`config.mk`:
```
export PLATFORM = sky130hd
export DESIGN_NAME = psrr_top
export DESIGN_NICKNAME = d
export VERILOG_FILES = /design/src/psrr_pkg.sv /design/src/psrr_top.sv /design/src/psrr_masked_reg.sv /design/src/psrr_fanout.sv
export VERILOG_INCLUDE_DIRS = /design/src
export SDC_FILE = /design/constraint.sdc
export NUM_CORES = 1
export LEC_CHECK = 0
export BUFFER_PORTS_ARGS = -buffer_cell sky130_fd_sc_hd__buf_4
export CAP_MARGIN = 10
export CORE_MARGIN = 3
export CORE_UTILIZATION = 40
export CTS_BUF_LIST = sky130_fd_sc_hd__clkbuf_4
export DETAILED_ROUTE_END_ITERATION = 8
export PLACE_DENSITY = 0.82
export SLEW_MARGIN = 20
export SYNTH_ARGS = -nofsm -noshare
export SYNTH_HDL_FRONTEND = slang
export SYNTH_SLANG_ARGS = --single-unit
```
`constraint.sdc`:
```
create_clock -name CLK_SYS -period 1.8 [get_ports CLK_SYS]
set_input_delay 0.36 -clock CLK_SYS [delete_from_list [all_inputs] [get_ports CLK_SYS]]
set_output_delay 0.36 -clock CLK_SYS [all_outputs]
set_load 0.1 [all_outputs]
```
`src/psrr_consts.svh`:
```
// holds offsets, field positions, reset values and masks of the reset bank
// assumes inclusion by bare name; definitions only
`ifndef PSRR_CONSTS_SVH
`define PSRR_CONSTS_SVH
// ------------------------------------------------------------
// addresses
// ------------------------------------------------------------
`define PSRR_BASE_ADDR 32'h400fe000
`define PSRR_OFF_CTRL_A 12'h040
`define PSRR_OFF_CTRL_B 12'h044
// ------------------------------------------------------------
// reset values and implemented bits
// ------------------------------------------------------------
`define PSRR_RESET_VAL 32'h00000000
`define PSRR_IMPL_A 32'h00110048
`define PSRR_IMPL_B 32'h030f5317
// ------------------------------------------------------------
// field positions, register a
// ------------------------------------------------------------
`define PSRR_A_PULSE_GEN 20
`define PSRR_A_CONVERTER 16
`define PSRR_A_HIBERNATION 6
`define PSRR_A_WATCHDOG 3
// ------------------------------------------------------------
// field positions, register b
// ------------------------------------------------------------
`define PSRR_B_COMPARATOR_B 25
`define PSRR_B_COMPARATOR_A 24
`define PSRR_B_COUNTER3 19
`define PSRR_B_COUNTER2 18
`define PSRR_B_COUNTER1 17
`define PSRR_B_COUNTER0 16
`define PSRR_B_TWO_WIRE_B 14
`define PSRR_B_TWO_WIRE_A 12
`define PSRR_B_QUADRATURE_B 9
`define PSRR_B_QUADRATURE_A 8
`define PSRR_B_SYNC_SERIAL 4
`define PSRR_B_ASYNC2 2
`define PSRR_B_ASYNC1 1
`define PSRR_B_ASYNC0 0
`endif

```
`src/psrr_pkg.sv`:
```
// holds the types of the peripheral soft reset bank
// assumes nothing of its surroundings
package psrr_pkg;
  // apb request from the master
  typedef struct packed {
    logic sel;
    logic enable;
    logic write;
    logic [11:0] addr;
    logic [31:0] wdata;
  } psrr_apb_req_t;

  // state of one masked control register
  typedef struct packed {
    logic [31:0] value;
  } psrr_word_t;

  // state of the top module
  typedef struct packed {
    logic [31:0] rdata;
    logic slverr;
    logic [31:0] ctrl_a;
    logic [31:0] ctrl_b;
  } psrr_top_t;
endpackage

```
`src/psrr_top.sv`:
```
// holds the apb slave and the two peripheral soft reset registers
// assumes an apb master on CLK_SYS and capability masks from logic on CLK_SYS
//
// The APB interface to the registers is this design's own decision.
`timescale 1ns/1ps
`include "psrr_consts.svh"

module psrr_top (
  input wire logic CLK_SYS,
  input wire logic RST,
  input wire logic PSEL,
  input wire logic PENABLE,
  input wire logic PWRITE,
  input wire logic [11:0] PADDR,
  input wire logic [31:0] PWDATA,
  input wire logic [31:0] CAP_MASK_A,
  input wire logic [31:0] CAP_MASK_B,
  output logic PREADY,
  output logic [31:0] PRDATA,
  output logic PSLVERR,
  output logic PULSE_GEN_RESET,
  output logic CONVERTER_RESET,
  output logic HIBERNATION_RESET,
  output logic WATCHDOG_RESET,
  output logic COMPARATOR_B_RESET,
  output logic COMPARATOR_A_RESET,
  output logic GP_COUNTER3_RESET,
  output logic GP_COUNTER2_RESET,
  output logic GP_COUNTER1_RESET,
  output logic GP_COUNTER0_RESET,
  output logic TWO_WIRE_B_RESET,
  output logic TWO_WIRE_A_RESET,
  output logic QUADRATURE_B_RESET,
  output logic QUADRATURE_A_RESET,
  output logic SYNC_SERIAL_RESET,
  output logic ASYNC_SERIAL2_RESET,
  output logic ASYNC_SERIAL1_RESET,
  output logic ASYNC_SERIAL0_RESET
);
  psrr_pkg::psrr_apb_req_t req;
  psrr_pkg::psrr_top_t state_reg;
  psrr_pkg::psrr_top_t state_next;
  logic hit_a;
  logic hit_b;
  logic access;
  logic wr_a;
  logic wr_b;
  logic [31:0] word_a;
  logic [31:0] word_b;
  logic [3:0] resets_a;
  logic [13:0] resets_b;
  logic [3:0] out_a_reg;
  logic [13:0] out_b_reg;

  // ------------------------------------------------------------
  // bus decode
  // ------------------------------------------------------------
  // gather the request; decode the two word addresses
  assign req = '{sel: PSEL, enable: PENABLE, write: PWRITE, addr: PADDR, wdata: PWDATA};
  assign access = req.sel & req.enable;
  assign hit_a = (req.addr == `PSRR_OFF_CTRL_A);
  assign hit_b = (req.addr == `PSRR_OFF_CTRL_B);
  assign wr_a = access & req.write & hit_a;
  assign wr_b = access & req.write & hit_b;

  // ------------------------------------------------------------
  // control registers
  // ------------------------------------------------------------
  // first word, gated by first capability mask
  psrr_masked_reg #(
    .IMPL(`PSRR_IMPL_A)
  ) u_ctrl_a (
    .clk(CLK_SYS),
    .rst(RST),
    .wr_en(wr_a),
    .wr_data(req.wdata),
    .cap_mask(CAP_MASK_A),
    .value(word_a)
  );

  // second word, gated by second capability mask
  psrr_masked_reg #(
    .IMPL(`PSRR_IMPL_B)
  ) u_ctrl_b (
    .clk(CLK_SYS),
    .rst(RST),
    .wr_en(wr_b),
    .wr_data(req.wdata),
    .cap_mask(CAP_MASK_B),
    .value(word_b)
  );

  // split words into peripheral resets
  psrr_fanout u_fanout (
    .word_a(word_a),
    .word_b(word_b),
    .resets_a(resets_a),
    .resets_b(resets_b)
  );

  // ------------------------------------------------------------
  // read data and error
  // ------------------------------------------------------------
  // read data captured in setup so it is ready in access phase
  always_comb
  begin
    state_next = state_reg;
    state_next.ctrl_a = word_a;
    state_next.ctrl_b = word_b;
    state_next.slverr = 1'b0;
    if (req.sel & ~req.enable)
    begin
      if (hit_a)
      begin
        state_next.rdata = word_a;
      end
      else if (hit_b)
      begin
        state_next.rdata = word_b;
      end
      else
      begin
        state_next.rdata = 32'h00000000;
        state_next.slverr = 1'b1; // unmapped address
      end
    end
    else if (~req.sel)
    begin
      state_next.rdata = 32'h00000000;
    end
    else
    begin
      // access phase: rdata holds; error drops after this edge
      state_next.rdata = state_reg.rdata;
    end
  end

  // registered bus state
  always_ff @(posedge CLK_SYS)
  begin
    if (RST)
    begin
      state_reg.rdata <= 32'h00000000;
      state_reg.slverr <= 1'b0;
      state_reg.ctrl_a <= `PSRR_RESET_VAL;
      state_reg.ctrl_b <= `PSRR_RESET_VAL;
    end
    else
    begin
      state_reg <= state_next;
    end
  end

  // ------------------------------------------------------------
  // registered reset outputs
  // ------------------------------------------------------------
  // one flop stage so each output comes straight from a flop
  always_ff @(posedge CLK_SYS)
  begin
    if (RST)
    begin
      out_a_reg <= 4'h0;
      out_b_reg <= 14'h0000;
    end
    else
    begin
      out_a_reg <= resets_a;
      out_b_reg <= resets_b;
    end
  end

  // ------------------------------------------------------------
  // output mapping
  // ------------------------------------------------------------
  assign PREADY = 1'b1; // zero wait states; a constant needs no flop
  assign PRDATA = state_reg.rdata;
  assign PSLVERR = state_reg.slverr; // set in setup, stands through access
  assign PULSE_GEN_RESET = out_a_reg[3];
  assign CONVERTER_RESET = out_a_reg[2];
  assign HIBERNATION_RESET = out_a_reg[1];
  assign WATCHDOG_RESET = out_a_reg[0];
  assign COMPARATOR_B_RESET = out_b_reg[13];
  assign COMPARATOR_A_RESET = out_b_reg[12];
  assign GP_COUNTER3_RESET = out_b_reg[11];
  assign GP_COUNTER2_RESET = out_b_reg[10];
  assign GP_COUNTER1_RESET = out_b_reg[9];
  assign GP_COUNTER0_RESET = out_b_reg[8];
  assign TWO_WIRE_B_RESET = out_b_reg[7];
  assign TWO_WIRE_A_RESET = out_b_reg[6];
  assign QUADRATURE_B_RESET = out_b_reg[5];
  assign QUADRATURE_A_RESET = out_b_reg[4];
  assign SYNC_SERIAL_RESET = out_b_reg[3];
  assign ASYNC_SERIAL2_RESET = out_b_reg[2];
  assign ASYNC_SERIAL1_RESET = out_b_reg[1];
  assign ASYNC_SERIAL0_RESET = out_b_reg[0];
endmodule // psrr_top

```
`src/psrr_masked_reg.sv`:
```
// holds one 32-bit control register whose writes are gated by a mask
// assumes a synchronous active high reset on the system clock
`timescale 1ns/1ps
`include "psrr_consts.svh"
module psrr_masked_reg #(
  parameter logic [31:0] IMPL = 32'h00000000
) (
  input wire logic clk,
  input wire logic rst,
  input wire logic wr_en,
  input wire logic [31:0] wr_data,
  input wire logic [31:0] cap_mask,
  output logic [31:0] value
);
  psrr_pkg::psrr_word_t state_reg;
  psrr_pkg::psrr_word_t state_next;
  logic [31:0] keep;

  // ------------------------------------------------------------
  // next value
  // ------------------------------------------------------------
  // only present, implemented bits take a write; others keep their value
  always_comb
  begin
    state_next = state_reg;
    keep = cap_mask & IMPL;
    if (wr_en)
    begin
      state_next.value = (state_reg.value & ~keep) | (wr_data & keep);
    end
    state_next.value = state_next.value & IMPL;
  end

  // register, cleared by system reset
  always_ff @(posedge clk)
  begin
    if (rst)
    begin
      state_reg.value <= `PSRR_RESET_VAL;
    end
    else
    begin
      state_reg <= state_next;
    end
  end

  assign value = state_reg.value;
endmodule // psrr_masked_reg

```
`src/psrr_fanout.sv`:
```
// holds the split of the two control words into per-peripheral resets
// assumes words already registered; purely combinational
`timescale 1ns/1ps
`include "psrr_consts.svh"
module psrr_fanout (
  input wire logic [31:0] word_a,
  input wire logic [31:0] word_b,
  output logic [3:0] resets_a,
  output logic [13:0] resets_b
);
  // ------------------------------------------------------------
  // per-peripheral reset requests
  // ------------------------------------------------------------
  // a peripheral stays in reset while its bit is set
  always_comb
  begin
    resets_a = {word_a[`PSRR_A_PULSE_GEN], word_a[`PSRR_A_CONVERTER],
                word_a[`PSRR_A_HIBERNATION], word_a[`PSRR_A_WATCHDOG]};
    resets_b = {word_b[`PSRR_B_COMPARATOR_B], word_b[`PSRR_B_COMPARATOR_A],
                word_b[`PSRR_B_COUNTER3], word_b[`PSRR_B_COUNTER2],
                word_b[`PSRR_B_COUNTER1], word_b[`PSRR_B_COUNTER0],
                word_b[`PSRR_B_TWO_WIRE_B], word_b[`PSRR_B_TWO_WIRE_A],
                word_b[`PSRR_B_QUADRATURE_B], word_b[`PSRR_B_QUADRATURE_A],
                word_b[`PSRR_B_SYNC_SERIAL], word_b[`PSRR_B_ASYNC2],
                word_b[`PSRR_B_ASYNC1], word_b[`PSRR_B_ASYNC0]};
  end
endmodule // psrr_fanout

```
---- Word level (Yosys, flattened, before mapping) ----
Index checks and enable logic that the tools add are counted.
storage, ports and cells
  register bits after elaboration ......... 115
  input port bits ......................... 113
  output and inout port bits .............. 52
  word-level logic and storage cells ...... 32
cells by class
  eq/ne operators ......................... 3
  mux-type cells .......................... 5
  bitwise logic cells ..................... 15
  reduce and logical (&&, ||, !) cells .... 1
operators by type and width
  kind                   number
  $mux W32               4
  $and A32 B32 Y32       2
  $or A32 B32 Y32        2
  $and A32 B21 Y32       1
  $and A32 B26 Y32       1
  $not A21 Y32           1
  $not A26 Y32           1
  $eq A12 B7 Y1 const B  2
  $and A1 B1 Y1          5
  $reduce_or A3 Y1       1
  $ne A2 B1 Y1 const B   1
  $not A1 Y1             2
  $mux W1                1

---- Logic depth before layout (Yosys ltp) ----
Gate-level depths: netlist (run 1).
  depth after elaboration ................. 4
  mapped depth ............................ 6
  gate-level depth less buffers ........... 4

---- Modules after synthesis ----
Synthesis (run 1) repeated with hierarchy kept, for this count alone.
unflattened totals
  cell total of the unflattened synthesis .. 336
  area total of the unflattened synthesis .. 3355.7 um^2
by module, submodules not included
  module                      instances  cells each  area an instance (um^2)
  psrr_top                    1          193         2078.2
  psrr_masked_reg (u_ctrl_b)  1          79          757.0
  psrr_masked_reg (u_ctrl_a)  1          46          385.4
  psrr_fanout                 1          18          135.1

---- Worst setup path before layout (run 1) ----
OpenSTA, ideal clock, no wires.
  kind .................................... input to register
  from .................................... input PADDR[7]
  to ...................................... register (tool-made name)
  arrival time ............................ 1325 ps
  data required time ...................... 1668 ps
  slack ................................... 343 ps
  stages .................................. 5
  cells stage by stage .................... nor4b_4 nand4_1 clkbuf_1 o21ai_0 a21oi_1
RTL lines
  item             RTL line        text
  start, declared  psrr_top.sv:14  input wire logic [11:0] PADDR,

---- Final worst setup path (run 1) ----
  from .................................... register state_reg (netlist bit PRDATA[6])
  to ...................................... output PRDATA[6]
RTL lines
  item                    RTL line         text
  start, declared         psrr_top.sv:41   psrr_pkg::psrr_top_t state_reg;
  start signal, assigned  psrr_top.sv:150  state_reg <= state_next;
  end, declared           psrr_top.sv:19   output logic [31:0] PRDATA,
No word-level cell between the ends.

==> flow_metrics.tcl, run 1 <==
set metrics [dict create \
    synthCells 210 \
    r2r_end "PRDATA[16]$_SDFFE_PP0P_" \
    start_kind "register" \
    power.leakage_uw 0.00129 \
    hold_viol 0 \
    synth.avg_cell_area_um2 9.88 \
    grt-ovfl-total 0 \
    drv_slew 0 \
    drive_above_1_share_pct 37.4 \
    areaGrowthSynthToFinish_pct 36.4 \
    core_um2 4880 \
    clockBufferDepth 2 \
    ctsHoldBuffers 0 \
    cts.reportedPaths.clkPinSlew_ps 140 \
    cts_tree "yes" \
    grt_pass1_wl_um 7600 \
    mostFrequentLayoutCell "buf_4" \
    rows 25 \
    criticalPathCategory "register to primary output" \
    cap_violations 0 \
    cts_sinks 54 \
    power.density_nw_per_um2 763 \
    io_pins 165 \
    crit_buf_inv 1 \
    grt_max_degree 38 \
    portBuffers 87 \
    fmax_mhz 724 \
    drtIter0Drc 55 \
    yosysSeqAreaShare_pct 52.1 \
    crit_path_max_incr_delay_ps 370 \
    grt_pass1_vias 1666 \
    grtUsageTotal_pct 15.9 \
    setup_slack_ps 419 \
    dp_hpwl_um 3810 \
    via_count 1717 \
    cp.arrival_ps 1020 \
    period_share_pct 76.7 \
    synth_top_area_share_pct 52.1 \
    synth_warnings 0 \
    fin_skew_ps 7.74 \
    dieHeight_um 78.0 \
    endpoint_kind "primary output" \
    antenna_left 0 \
    mostFrequentLayoutCells "buf_4, dfxtp_1, inv_1" \
    p_total_uw 2160 \
    cts_root_buf "clkbuf_4" \
    required_ps 1440 \
    reg2reg_depth 3 \
    synth_top_cell_by_area "dfxtp_1" \
    nets 414 \
    critical_path.top_delay_family "flip-flops" \
    cts_setup_buffers 0 \
    ir_drop_uv 413 \
    period_needed_ps 1380 \
    netlist_top_cells_area "dfxtp_1, buf_4, a22o_1" \
    worst_skew_pair.late_latency_ps 360 \
    wl_per_cell_um 13.0 \
    yosysUniqueCellTypes 31 \
    vias_per_cell 4.65 \
    worstHoldStart "PWDATA[12]" \
    ys_ff_latch 54 \
    drt_pass1_iterations 4 \
    htreeDepth 2 \
    rrSetupSlack_ps 920 \
    rsz0062_at_grt "no" \
    gp_congestion 0.736 \
    dieArea_um2 6090 \
    antenna_found_initial 0 \
    start_util_pct 42.5 \
    dieWidth_um 78.0 \
    min_path_type "primary input to register" \
    setup-tns-final_ps 0 \
    setup_violations 0 \
    cp_cell_sequence "buf_4" \
    drc 0 \
    cp_slowest_cell "dfxtp_1" \
    critical_path.max_fanout 2 \
    hold_path_depth 3 \
    numCtsBuffers 5 \
    wl_um 4790 \
    outcome "finished clean" \
    synthesis.area_um2 2070 \
    diodes 0 \
    post-route-util_pct 58.0 \
    cts_resized 0 \
    pre_cts_slack_ps 84.0 \
]
[synth_stat cells (all sizes together)]
master,instances
inv,19
o31ai,1
nand3,19
or3b,1
nor4,2
a21oi,18
a32o,3
nor2,1
nor3b,1
nand2,2
dfxtp,54
and3b,2
and3,1
a22o,13
nor3,1
clkbuf,7
and4,2
conb,2
nor4b,2
mux2i,1
nand4,2
a31oi,1
o21ai,18
buf,19
nor2b,18
[area by class of cell]
| cell class | instances | area, um^2 |
|---|---|---|
| clock inverter | 1 | 30.0 |
| clock buffer | 7 | 52.6 |
| timing repair buffer | 96 | 721 |
| sequential | 54 | 1080 |
| multi-input combinational | 125 | 790 |
| fill | 475 | 2050 |
| inverter | 19 | 71.3 |
| tap | 67 | 83.8 |
[power breakdown]
part	internal, uW	switching [uW]	leakage (uW)	total [uW]
registers	1200	0.196	0.000435	1200
clock network	325	340	0.0000463	665
logic	86.1	211	0.000814	297
total	1610	551	0.00129	2160
[how the worst max path moves through the flow]
| stage | cells after the start | to | slack [ps] | start |
|---|---|---|---|---|
| floorplan | 5 | register | 340 | PADDR[7] |
| global placement | 6 | PRDATA[14]$_SDFFE_PP0P_ | 110 | PADDR[7] |
| detailed placement | 6 | PRDATA[1]$_SDFFE_PP0P_ | 80 | PADDR[7] |
| CTS | 1 | PRDATA[25] | 400 | PRDATA[25]$_SDFFE_PP0P_ |
| global route | 1 | PRDATA[0] | 350 | PRDATA[0]$_SDFFE_PP0P_ |
| finish | 1 | PRDATA[6] | 420 | PRDATA[6]$_SDFFE_PP0P_ |
[metal layers]
layer | global-route usage (%) | share of wire, % | up-vias
met5 | 0 | 0 | -
met4 | 3.85 | 0.38 | 0
met3 | 5.62 | 8.3 | 2
met2 | 29.8 | 54 | 62
met1 | 16.8 | 38 | 779
li1 | - | - | 874
[cell families after synthesis]
logic type / after synthesis / synth area share [%]
compound gates: 54 / 16.3
flops: 54 / 52.1
mux: 1 / 0.483
simple gates: 54 / 18.4
buf+inv: 45 / 12.4
other cells: 2 / 0.362
[through the flow]
stage / hold WS (ps) / instances / instance area (um^2)
floorplan: 450 / 224 / 2130
global placement: 451 / 361 / 2750
detailed placement: 459 / 361 / 2750
CTS: 217 / 369 / 2830
global route: 207 / 369 / 2830
finish: 236 / 369 / 2830
No activity file was read; power rests on OpenSTA's default activity.
==> run 2: changes to the inputs <==
ABC_AREA = 1   (was unset)
CORE_UTILIZATION = 43   (was 40)
clock period = 1.3 ns   (was 1.8 ns; I/O delays follow)
==> run 2 against run 1 <==
Compared with the run above:
- sequential power rose by 38%
- global-route usage rose by 2.0 points
- clock skew barely moved
- synthesized cell count rose by 64%
- hold slack got worse by 56 ps
- critical path type unchanged
- critical endpoint is now PRDATA[0]
- largest cell class unchanged
==> flow_metrics.tcl, run 2 <==
set metrics [dict create \
    reg2reg_depth 6 \
    mostFrequentLayoutCells "inv_1, buf_4, dfxtp_1" \
    start_util_pct 44.9 \
    period_share_pct 96.9 \
    p_switching_uw 838 \
    cp_slowest_cell "dfxtp_1" \
    share_seq_of_total_power_pct 57.8 \
    fmax_mhz 794 \
    dieArea_um2 6770 \
    synthMostInstantiatedCell "inv_1" \
    synthesis.area_um2 2500 \
    drive_above_1_share_pct 29.5 \
    min_path_type "primary input to register" \
    mostFrequentLayoutCell "inv_1" \
    endpoint_kind "primary output" \
    wl_um 5950 \
    cts_setup_buffers 0 \
    hold_viol 0 \
    cp.arrival_ps 1000 \
    yosysSeqAreaShare_pct 43.2 \
    crit_path_max_incr_delay_ps 390 \
    dieHeight_um 82.3 \
    dieWidth_um 82.3 \
    grt-ovfl-total 0 \
    areaGrowthSynthToFinish_pct 35.9 \
    via_count 2360 \
    final_area_um2 3400 \
    synthArstFlopShare_pct 0 \
    gp_congestion 0.825 \
    grtUsageTotal_pct 17.9 \
    synth-edff-count 0 \
    switching_share_pct 29.2 \
    cts_resized 11 \
    required_ps 1040 \
    grt_pass1_vias 2216 \
    synth_warnings 0 \
    critical_path.top_delay_family "flip-flops" \
    cts_root_buf "clkbuf_4" \
    io_pins 165 \
    htreeDepth 2 \
    setup_slack_ps 40.6 \
    netlist_top_cells_area "dfxtp_1, inv_1, nand4_1" \
    power.leakage_uw 0.00168 \
    synthCells 345 \
    cp_cell_sequence "buf_6" \
    ctsHoldBuffers 0 \
    portBuffers 87 \
    dp_hpwl_um 4540 \
    drc 0 \
    drv_slew 0 \
    yosys_most_used_dff "dfxtp_1" \
    cts.reportedPaths.clkPinSlew_ps 150 \
    numCtsBuffers 5 \
    power_frac_clock_pct 25.4 \
    crit_cells 1 \
    r2r_end "PRDATA[16]$_SDFFE_PP0P_" \
    drt_pass1_iterations 4 \
    grt_max_degree 24 \
    wl_per_cell_um 11.7 \
    ys_ff_latch 54 \
    internal_power_uw 2030 \
    cts_tree "yes" \
    core_um2 5570 \
    power.density_nw_per_um2 843 \
    cts_sinks 54 \
    diodes 0 \
    clockBufferDepth 2 \
    synth_common_cells "inv_1, dfxtp_1, nand2_1" \
    holdWs_ps 180 \
    setup_violations 0 \
    synth_top_area_share_pct 43.2 \
    critical_path.max_fanout 2 \
    rsz0062_at_grt "no" \
    antenna_found_initial 0 \
    nets 550 \
    grt_pass1_wl_um 9440 \
    crit_buf_inv 1 \
    antenna_left 0 \
    placed_area_um2 3220 \
    cap_violations 0 \
    start_kind "register" \
    pre_cts_slack_ps -82.4 \
    synth.avg_cell_area_um2 7.26 \
    outcome "finished clean" \
    drtIter0Drc 164 \
    rrSetupSlack_ps 440 \
    fin_skew_ps 7.84 \
    yosysUniqueCellTypes 22 \
    worst_skew_pair.late_latency_ps 370 \
    synth_top_cell_by_area "dfxtp_1" \
    hold_path_depth 4 \
    worstHoldStart "CAP_MASK_A[3]" \
    period_needed_ps 1260 \
    ir_drop_uv 395 \
    vias_per_cell 4.63 \
    p_total_uw 2870 \
    comb_power_share_pct 16.8 \
    criticalPathCategory "register to primary output" \
    rows 27 \
]
run 2: cell types whose count changed in the layout (fill, tap and decap cells not counted), moves of 4 or more:
cell     delta
nor2_1     +45
o21ai_2    +10
nand4_1    +35
buf_8       +5
nor2b_1    -18
inv_1      +60
a22o_1     -13
buf_6      +20
nand2_1    +48
a21oi_1    -18
nand3_1     +4
o21ai_0    -15
buf_4      -22
run 2: cells by family (layout without fill, tap and decap cells):
kind of cell,count (synthesis),in the layout,synth area share (%)
AND/OR/NAND/NOR,163,163,32.0
buffers and inverters,113,192,20.4
flip-flops,54,54,43.2
AO/OA/AOI/OAI,13,13,4.10
other,2,16,0.300
run 2: layout make-up:
cell class              instances  area, um^2
fillers                       510        2170
flip-flops and latches         54        1080
multi-input cells             192         965
repair buffers                101         896
inverters                      83         312
well taps                      72        90.1
clock buffers                   6        45.0
clock inverters                 2        13.8
run 2: metal layers:
layer / track usage, % / vias up / part of all wire [%]
li1: - / 1210 / -
met1: 21.0 / 1068 / 42
met2: 32.2 / 78 / 51
met3: 3.69 / 4 / 5.9
met4: 5.81 / 0 / 0.69
met5: 0 / - / 0
run 2: tightest hold or removal path, cell delays in order:
cell	delay (ps)
buf_4	90
nand4_1	80
nand2_1	60
nor2_1	30
run 2: per-stage QoR:
step	TNS, ps	instances	util, %
2_1_floorplan	0	359	-
3_3_place_gp	-284	502	57.7
3_5_place_dp	-1040	502	57.7
4_1_cts	0	510	59.5
5_1_grt	0	510	61.0
6_report	0	510	61.0
run 2: worst max path at each step:
stage / startpoint / endpoint / slack, ps
4_1_cts: PRDATA[6]$_SDFFE_PP0P_ / PRDATA[6] / 0.07
2_1_floorplan: PRDATA[16]$_SDFFE_PP0P_ / PRDATA[16]$_SDFFE_PP0P_ / 10
6_report: PRDATA[0]$_SDFFE_PP0P_ / PRDATA[0] / 40
3_5_place_dp: PADDR[8] / PRDATA[1]$_SDFFE_PP0P_ / -80
5_1_grt: out_b_reg[12]$_SDFF_PP0_ / COMPARATOR_A_RESET / 0.3
3_3_place_gp: PADDR[7] / PRDATA[1]$_SDFFE_PP0P_ / -20
run 2: power groups by stage:
stage | logic (uW) | clock network (uW) | registers (uW)
3_3_place_gp | 474 | 0 | 1690
5_1_grt | 512 | 826 | 1660
4_1_cts | 479 | 764 | 1660
6_report | 481 | 729 | 1660
2_1_floorplan | 336 | 0 | 1700
3_5_place_dp | 478 | 0 | 1690
==> run 3: changes to the inputs <==
CTS_BUF_LIST = sky130_fd_sc_hd__clkbuf_8   (was sky130_fd_sc_hd__clkbuf_4)
clock period = 1.41 ns   (was 1.3 ns; I/O delays follow)
==> run 3 against run 2 <==
Compared with the run above:
- clock power up 13%
- clock-buffer cell count fell by 1
- critical path depth unchanged
- flip-flop and latch count is the same
- non-clock buffer count shrank 3
- hold slack improved by 96 ps
==> flow_metrics.tcl, run 3 (same netlist as run 2, synthesis figures left out) <==
set metrics [dict create \
    grtUsageTotal_pct 17.8 \
    criticalPathCategory "register to primary output" \
    dp_hpwl_um 4550 \
    comb_power_share_pct 15.7 \
    finalNonFillerCells 507 \
    multi_input_area_um2 965 \
    required_ps 1130 \
    grt_pass1_vias 2124 \
    outcome "finished clean" \
    seq_area_um2 1080 \
    cts.reportedPaths.clkPinSlew_ps 90 \
    dieHeight_um 82.3 \
    wl_per_cell_um 11.6 \
    switching_share_pct 28.4 \
    final_area_um2 3280 \
    fillers 527 \
    crit_cells 1 \
    power.leakage_uw 0.00165 \
    critical_path.max_fanout 2 \
    clockBufferDepth 2 \
    cts_resized 0 \
    htreeDepth 2 \
    grt-ovfl-total 0 \
    period_needed_ps 1240 \
    portBuffers 87 \
    rows 27 \
    drt_pass1_iterations 4 \
    start_util_pct 44.9 \
    crit_buf_inv 1 \
    via_count 2310 \
    share_seq_of_total_power_pct 54.8 \
    numCtsBuffers 5 \
    reg2reg_depth 6 \
    cts_tree "yes" \
    antenna_left 0 \
    ctsHoldBuffers 0 \
    wl_um 5900 \
    mostFrequentLayoutCells "buf_4, inv_1, dfxtp_1" \
    min_path_type "primary input to register" \
    internal_power_uw 1990 \
    hold_path_depth 4 \
    core_um2 5570 \
    fmax_mhz 806 \
    fin_skew_ps 5.30 \
    endpoint_kind "primary output" \
    cts_root_buf "clkbuf_8" \
    critical_path.top_delay_family "flip-flops" \
    io_pins 165 \
    mostFrequentLayoutCell "buf_4" \
    gp_congestion 0.820 \
    dieArea_um2 6770 \
    drv_slew 0 \
    ir_drop_uv 485 \
    drc 0 \
    cp_cell_sequence "buf_4" \
    power_frac_clock_pct 29.5 \
    p_switching_uw 792 \
    period_share_pct 88.0 \
    antenna_found_initial 0 \
    cp_slowest_cell "dfxtp_1" \
    placed_area_um2 3200 \
    nets 547 \
    drive_above_1_share_pct 28.7 \
    cp.arrival_ps 960 \
    rsz0062_at_grt "no" \
    setup_violations 0 \
    cap_violations 0 \
    placed_cells 499 \
    hold_viol 0 \
    grt_max_degree 24 \
    cts_sinks 54 \
    start_kind "register" \
    power.density_nw_per_um2 848 \
    drtIter0Drc 107 \
    worst_skew_pair.late_latency_ps 300 \
    dieWidth_um 82.3 \
    vias_per_cell 4.56 \
    areaGrowthSynthToFinish_pct 31.1 \
    diodes 0 \
    grt_pass1_wl_um 9360 \
    crit_path_max_incr_delay_ps 360 \
    cts_setup_buffers 0 \
]
==> run 3: changes by cell type in the layout (fill, tap and decap cells not counted) <==
cell / previous run / this run
buf_12: 2 / 1
buf_4: 74 / 97
buf_6: 20 / 0
buf_8: 5 / 0
clkbuf_4: 6 / 0
clkbuf_8: 0 / 5
inv_1: 79 / 80
==> run 3: routing by layer <==
metal	vias to the layer above	routed length, um	GRT usage, %
li1	1200	-	-
met1	1022	2430	21.3
met2	83	2930	31.8
met3	5	476	3.90
met4	0	59	4.65
met5	-	0	0
==> run 3: final timing paths <==
kind / startpoint / end / slack (ps)
worst min register to register: register / out_b_reg[5]$_SDFF_PP0_ / 440
worst max-delay path: PRDATA[0]$_SDFFE_PP0P_ / PRDATA[0] / 170
worst min-delay path: CAP_MASK_A[3] / register / 280
worst max register to register: register / PRDATA[16]$_SDFFE_PP0P_ / 520
==> run 3: cell type report <==
cell class | instances | area share [%]
Sequential cell | 54 | 32.9
Clock buffer | 5 | 2.10
Inverter | 83 | 9.49
Timing Repair Buffer | 98 | 22.8
Clock inverter | 3 | 0.534
Tap cell | 72 | 2.74
Multi-Input combinational cell | 192 | 29.4
==> run 3: power by group through the flow <==
stage	clock network [uW]	registers (uW)	logic, uW
2_1_floorplan	0	1570	310
3_3_place_gp	0	1560	433
3_5_place_dp	0	1560	436
4_1_cts	845	1530	436
5_1_grt	911	1530	465
6_report	822	1520	438
==> run 3: per-stage QoR <==
stage          hold slack (ps)  total power, uW  worst slack [ps]  setup TNS (ps)  util (%)
2_1_floorplan              422             1880               122               0         -
3_3_place_gp               435             1990              65.2               0      57.3
3_5_place_dp               439             2000             -9.42           -9.42      57.3
4_1_cts                    268             2810               155               0      58.9
5_1_grt                    271             2900               122               0      58.9
6_report                   275             2780               169               0      58.9
